[config.mk]
export PLATFORM = sky130hd
export DESIGN_NAME = rma_regs
export DESIGN_NICKNAME = d
export VERILOG_FILES = /design/src/rma_pkg.sv /design/src/rma_busy_timer.sv /design/src/rma_regs.sv
export SDC_FILE = /design/constraint.sdc
export NUM_CORES = 1
export LEC_CHECK = 0
export BUFFER_PORTS_ARGS = -buffer_cell sky130_fd_sc_hd__buf_2
export CAP_MARGIN = 20
export CORE_MARGIN = 3
export CORE_UTILIZATION = 56
export CTS_CLUSTER_SIZE = 24
export DETAILED_ROUTE_END_ITERATION = 12
export PLACE_DENSITY = 0.92
export SLEW_MARGIN = 40
export SYNTH_ARGS = -nofsm -noshare
export SYNTH_HDL_FRONTEND = slang
export SYNTH_SLANG_ARGS = --single-unit
[constraint.sdc]
create_clock -name clk -period 5.6 [get_ports clk]
set_input_delay 0.28 -clock clk [delete_from_list [all_inputs] [get_ports clk]]
set_output_delay 0.28 -clock clk [all_outputs]
set_load 0.01 [all_outputs]
[src/rma_pkg.sv]
package rma_pkg;

  // A16 geometry: register-based modules live in the upper quarter.
  localparam logic [15:0] REGION_BASE = 16'hc000;
  localparam int BLOCK_SHIFT = 6;
  localparam logic [7:0] LOGICAL_ADDRESS_DEFAULT = 8'h78;

  // Offsets inside the 64-byte block.
  localparam logic [5:0] OFS_MFR_ID = 6'h00;
  localparam logic [5:0] OFS_DEV_TYPE = 6'h02;
  localparam logic [5:0] OFS_STATUS_CONTROL = 6'h04;
  localparam logic [5:0] OFS_RELAY_FIRST = 6'h20;

  // Fixed read values; the identity codes are arbitrary.
  localparam logic [15:0] MFR_ID_VALUE = 16'hfffe;
  localparam logic [15:0] DEV_TYPE_VALUE = 16'h0001;
  localparam logic [15:0] RELAY_READ_VALUE = 16'hffff;
  localparam logic [15:0] UNMAPPED_READ_VALUE = 16'hffff;

  // Status/control field positions.
  localparam int SC_BIT_SOFT_RESET = 0;
  localparam int SC_BIT_IRQ_DISABLE = 6;
  localparam int SC_BIT_NOT_BUSY = 7;
  localparam int SC_BIT_NOT_SELECTED = 14;
  localparam int SC_MODID_LSB = 10;
  localparam logic [15:0] SC_FIXED_ONES = 16'h800c;
  localparam logic [3:0] MODULE_ID_DEFAULT = 4'h6;

  localparam int NUM_BANKS = 16;

  // Relay settle time: 7 ms at 20 MHz.
  localparam int CLK_HZ = 20000000;
  localparam int RELAY_SETTLE_US = 7000;
  localparam int RELAY_SETTLE_CYCLES = CLK_HZ / 1000000 * RELAY_SETTLE_US;

  // One bus access.
  typedef struct packed {
    logic valid;
    logic write;
    logic [15:0] addr;
    logic [15:0] wdata;
  } rma_req_t;

  typedef enum logic [0:0] {
    RMA_IDLE = 1'b0,
    RMA_BUSY = 1'b1
  } rma_busy_state_t;

endpackage

[src/rma_busy_timer.sv]
`timescale 1ns/1ps
module rma_busy_timer #(
  parameter int SETTLE_CYCLES = rma_pkg::RELAY_SETTLE_CYCLES
) (
  input wire logic clk,
  input wire logic reset,
  input wire logic start,
  output logic busy
);

  rma_pkg::rma_busy_state_t state;
  rma_pkg::rma_busy_state_t next_state;
  logic [17:0] count;
  logic [17:0] next_count;

  // A new relay write restarts the full settle time.
  always_comb begin
    next_state = state;
    next_count = count;
    unique case (state)
      rma_pkg::RMA_IDLE: begin
        if (start) begin
          next_state = rma_pkg::RMA_BUSY;
          next_count = 18'(SETTLE_CYCLES - 1);
        end
      end
      rma_pkg::RMA_BUSY: begin
        if (start) begin
          next_count = 18'(SETTLE_CYCLES - 1);
        end else if (count == 18'h0) begin
          next_state = rma_pkg::RMA_IDLE;
        end else begin
          next_count = count - 18'h1;
        end
      end
    endcase
  end

  // State registers.
  always_ff @(posedge clk) begin
    if (reset) begin
      state <= rma_pkg::RMA_IDLE;
      count <= 18'h0;
    end else begin
      state <= next_state;
      count <= next_count;
    end
  end

  assign busy = (state == rma_pkg::RMA_BUSY);

endmodule

[src/rma_regs.sv]
`timescale 1ns/1ps
module rma_regs #(
  parameter int SETTLE_CYCLES = rma_pkg::RELAY_SETTLE_CYCLES
) (
  input wire logic clk,
  input wire logic reset,
  input rma_pkg::rma_req_t req,
  input wire logic address_load,
  input wire logic [7:0] logical_address_setting,
  input wire logic [3:0] module_id,
  input wire logic modid_selected,
  output logic ack,
  output logic [15:0] rdata,
  output logic [255:0] relay_close,
  output logic irq_disable,
  output logic soft_reset
);

  ////////////////////////////////////////////////////////////////////////////
  // Address decode.

  logic [7:0] logical_address;
  logic [7:0] next_logical_address;
  logic [15:0] block_base;
  logic hit;
  logic [5:0] offset;
  logic busy;
  logic relay_write;
  logic [3:0] bank;

  // Base grows from the upper-quarter origin in 64-byte steps, so any
  // logical address lands in C000..FFFF.
  assign block_base = rma_pkg::REGION_BASE
      + {2'h0, logical_address, 6'h0};
  // Only even word addresses within the block are taken.
  assign hit = req.valid
      && (req.addr[15:rma_pkg::BLOCK_SHIFT]
          == block_base[15:rma_pkg::BLOCK_SHIFT])
      && !req.addr[0];
  assign offset = req.addr[5:0] - block_base[5:0];
  assign relay_write = hit && req.write
      && (offset >= rma_pkg::OFS_RELAY_FIRST);
  assign bank = offset[4:1];

  ////////////////////////////////////////////////////////////////////////////
  // Logical address setting.

  // Delivered default, reloadable from the configuration input.
  always_comb begin
    next_logical_address = logical_address;
    if (address_load) begin
      next_logical_address = logical_address_setting;
    end
  end

  // Register for the setting.
  always_ff @(posedge clk) begin
    if (reset) begin
      logical_address <= rma_pkg::LOGICAL_ADDRESS_DEFAULT;
    end else begin
      logical_address <= next_logical_address;
    end
  end

  ////////////////////////////////////////////////////////////////////////////
  // Control bits and relay banks.

  logic next_irq_disable;
  logic next_soft_reset;
  logic [255:0] next_relay_close;

  // Status/control writes touch only bits 0 and 6.
  always_comb begin
    next_irq_disable = irq_disable;
    next_soft_reset = soft_reset;
    if (hit && req.write && offset == rma_pkg::OFS_STATUS_CONTROL) begin
      next_irq_disable = req.wdata[rma_pkg::SC_BIT_IRQ_DISABLE];
      next_soft_reset = req.wdata[rma_pkg::SC_BIT_SOFT_RESET];
    end
  end

  // One generate entry per bank; ID register writes fall through
  // with no effect.
  genvar gi;
  generate
    for (gi = 0; gi < rma_pkg::NUM_BANKS; gi++) begin : g_bank
      always_comb begin
        next_relay_close[gi*16 +: 16] = relay_close[gi*16 +: 16];
        if (relay_write && bank == 4'(gi)) begin
          next_relay_close[gi*16 +: 16] = req.wdata;
        end
      end
    end
  endgenerate

  // Control registers; reset opens all relays.
  always_ff @(posedge clk) begin
    if (reset) begin
      irq_disable <= 1'b0;
      soft_reset <= 1'b0;
      relay_close <= '0;
    end else begin
      irq_disable <= next_irq_disable;
      soft_reset <= next_soft_reset;
      relay_close <= next_relay_close;
    end
  end

  // Each relay write starts the settle timer.
  rma_busy_timer #(
    .SETTLE_CYCLES(SETTLE_CYCLES)
  ) u_busy (
    .clk(clk),
    .reset(reset),
    .start(relay_write),
    .busy(busy)
  );

  ////////////////////////////////////////////////////////////////////////////
  // Read path.

  logic next_ack;
  logic [15:0] next_rdata;
  logic [15:0] status_word;

  // Fixed ones at bits 15, 9..8 and 5..0; busy is reported active low.
  always_comb begin
    status_word = rma_pkg::SC_FIXED_ONES;
    status_word[rma_pkg::SC_MODID_LSB +: 4] = module_id;
    status_word[rma_pkg::SC_BIT_NOT_SELECTED] = !modid_selected;
    status_word[rma_pkg::SC_BIT_NOT_BUSY] = !busy;
    status_word[rma_pkg::SC_BIT_IRQ_DISABLE] = irq_disable;
    status_word[9:8] = 2'h3;
    status_word[5:4] = 2'h3;
    status_word[1:0] = 2'h3;
  end

  // Ack one cycle after any hit; misses never ack.
  always_comb begin
    next_ack = hit;
    next_rdata = rdata;
    if (hit && !req.write) begin
      if (offset == rma_pkg::OFS_MFR_ID) begin
        next_rdata = rma_pkg::MFR_ID_VALUE;
      end else if (offset == rma_pkg::OFS_DEV_TYPE) begin
        next_rdata = rma_pkg::DEV_TYPE_VALUE;
      end else if (offset == rma_pkg::OFS_STATUS_CONTROL) begin
        next_rdata = status_word;
      end else if (offset >= rma_pkg::OFS_RELAY_FIRST) begin
        next_rdata = rma_pkg::RELAY_READ_VALUE;
      end else begin
        next_rdata = rma_pkg::UNMAPPED_READ_VALUE;
      end
    end
  end

  // Answer registers.
  always_ff @(posedge clk) begin
    if (reset) begin
      ack <= 1'b0;
      rdata <= 16'h0;
    end else begin
      ack <= next_ack;
      rdata <= next_rdata;
    end
  end

endmodule

==> reports/metrics.yaml <==
status: "finished, final reports clean"
post_route_cells_drive_above_1_share: 0.2899
synth_sequential_area_ratio: 0.5038
rsz0062_at_grt: "false"
startpoint_type: "flop"
insertion_delay_ns: 0.53
cellInternalPower_uw: 3216
finalSetupTns_ns: 0
post_drt_wl_per_cell_um: 19.44
cellLeakagePower_uw: 0.005728
first_global_vias: 10330
layout_min_cycle_time_ns: 2.641
synth_top_cells_by_area: "sky130_fd_sc_hd__dfxtp_1, sky130_fd_sc_hd__nand2_1, sky130_fd_sc_hd__a21oi_1, sky130_fd_sc_hd__a21oi_2, sky130_fd_sc_hd__clkbuf_1"
post_synth.cell_area_avg_um2: 8.301
drtAntennaViolNets: 0
sequentialPowerShare: 0.506
syn_area_um2: 11720
type_of_the_tightest_min_delay_check: "in2reg"
ir_drop_uv: 298.9
placeableCoreArea_um2: 20430
drt-vias-per-instance: 5.707
class_of_the_most_critical_setup_path: "reg2reg"
cts_buffers: 29
die_width_um: 150.7
post_cts.repair.setup_buffers: 0
setup_viol: 0
n_fill_cell: 1507
syn_nets: 1463
level_count_of_the_clock_h_tree: 1
drt_pass1_iterations: 5
netlist-cell-type-count: 50
synth.largest_area_cell: "sky130_fd_sc_hd__dfxtp_1"
pre_cts_ws_ns: 2.891
num_rows: 52
initialDrtViolationCount: 873
clk_path_buf_depth: 3
slew-limit-headroom: 0.4460
max_cap_violation_count: 0
grt_antenna_before_repair: 1
aggregate_global_routing_overflow: 0
clk_transition_reported_paths_ns: 0.06
die-area_um2: 22700
routed_wirelength_um: 37930
clock-root-buffer: "sky130_fd_sc_hd__clkbuf_16"
max_slew.worst_pin.slew_ns: 0.8249
postSynthRegisterBits: 295
synth.yosys.warnings: 0
floorplan.die.height_um: 150.7
top_level_ports: 325
global_route.usage.total: 0.3164
synthesis.instances: 1412
tritoncts: "done"
dp_hpwl_um: 24600
fin_crit_sh: 0.4716
crit_arrival_ns: 3.04
gpl.final_weighted_congestion: 0.8593
clkSinkCount: 295
pwr-share-clk: 0.451
final_slew_viol_count: 0
power.share.combinational: 0.043
grt_max_degree: 136
timing.fmax_mhz: 378.7
start_util: 0.5737
drcViolationCount: 0
finish.net_count: 1711
ys_dominant_reg_cell: "sky130_fd_sc_hd__dfxtp_1"
total_switching_power_uw: 942.5
dr_total_vias: 11140
critical_path.endpoint_type: "flop"
critical_path.max_fanout: 28
synth.top_cell.area_share: 0.5038
area_growth_syn_to_layout_pct: 20.91
timing.final.hold_violations: 0
post-route-worst-setup-slack_ns: 2.959
hold-worst-slack_ns: 0.03538
synthArstFlopShare: 0
grt_pass1_wl_um: 56900
switching_share: 0.2267
synth-edff-count: 0
final.setup_skew_ns: 0.01355
yosys.cell_count.top_type: "sky130_fd_sc_hd__nand2_1"
buffer_ports.inserted: 324
timing.critical_path.required_ns: 6.00
yosys-top-cells-count: "sky130_fd_sc_hd__nand2_1, sky130_fd_sc_hd__dfxtp_1, sky130_fd_sc_hd__a21oi_1"
powerDensity_nw_per_um2: 293.4
[through the flow]
stage	cell area [µm²]	utilization	total power (µW)	std cells
CTS	14100	0.6903	4171	1941
global placement	12980	0.6352	2312	1872
global route	14170	0.6937	4271	1951
finish	14170	0.6937	4158	1951
floorplan	11720	-	2262	1412
detailed placement	13070	0.6396	2317	1879
[power by group through the flow]
stage	Clock [µW]	Combinational (µW)	Sequential, µW
final	1880	178	2100
after global routing	1980	185	2100
after CTS	1890	173	2100
after detailed placement	0	166	2150
after global placement	0	161	2150
after floorplan	0	111	2150
[flip-flops by register name (all words and copies together) (netlist names)]
name             count
u_busy.busy          1
irq_disable          1
u_busy.count        18
ack                  1
rdata                9
soft_reset           1
logical_address      8
relay_close        256
[cell families after synthesis]
family / count (synthesis) / share of synthesized area
xor gates and xnor gates: 22 / 0.01644
adders and majority gates: 1 / 0.001067
muxes: 8 / 0.007259
DFF: 295 / 0.5038
and+or+nand+nor: 648 / 0.2516
AOI/OAI and AO/OA: 299 / 0.1556
buffers and inverters: 139 / 0.06415
[cell type report]
cell class,count,area [µm²],area share
Antenna cell,1,2.502,0.0001766
Clock buffer,41,870.8,0.06145
Clock inverter,10,55.05,0.003885
Inverter,3,11.26,0.0007946
Multi-Input combinational cell,978,5076,0.3582
Sequential cell,295,5906,0.4167
Tap cell,270,337.8,0.02384
Timing Repair Buffer,353,1913,0.1350
[cell usage in the layout, fill, tap and decap left out, types with 15 or more instances in the layout]
| cell type | count |
|---|---|
| sky130_fd_sc_hd__buf_4 | 15 |
| sky130_fd_sc_hd__dfxtp_1 | 295 |
| sky130_fd_sc_hd__clkbuf_16 | 29 |
| sky130_fd_sc_hd__nor2_1 | 24 |
| sky130_fd_sc_hd__xnor2_1 | 22 |
| sky130_fd_sc_hd__a21oi_1 | 200 |
| sky130_fd_sc_hd__a21oi_2 | 72 |
| sky130_fd_sc_hd__buf_2 | 323 |
| sky130_fd_sc_hd__nand2_1 | 522 |
[layer usage]
metal	wire, µm	track usage	share of wire	vias up
met3	4176	0.07887	0.11	133
met4	1878	0.1292	0.050	0
met1	14180	0.3987	0.37	5195
li1	-	-	-	5122
met5	0	0	0	-
met2	17690	0.5207	0.47	685
[critical path, stage by stage, from the launching register on]
cell                       delay (ns)
sky130_fd_sc_hd__dfxtp_1         0.32
sky130_fd_sc_hd__xnor2_1         0.31
sky130_fd_sc_hd__nand3_4         0.50
sky130_fd_sc_hd__or4_1           0.92
sky130_fd_sc_hd__nand2b_1        0.34
sky130_fd_sc_hd__nor2_1          0.09
[final timing paths]
| kind | cells after the start | start | to | slack, ns |
|---|---|---|---|---|
| worst min-delay path | 3 | module_id[3] | rdata[13] | 0.04 |
| worst min register to register | 2 | relay_close[47] | relay_close[47] | 0.45 |
| worst max-delay path | 5 | logical_address[4] | u_busy.count[8] | 2.96 |
| worst max register to register | 5 | logical_address[4] | u_busy.count[8] | 2.96 |
[what timing repair did]
item                                    CTS  global route
hold buffers                             11             0
resized for setup                         0             0
endpoints found under the hold margin    11             0
endpoints found under the setup margin    0             0
No activity file was read; power rests on OpenSTA's default activity.
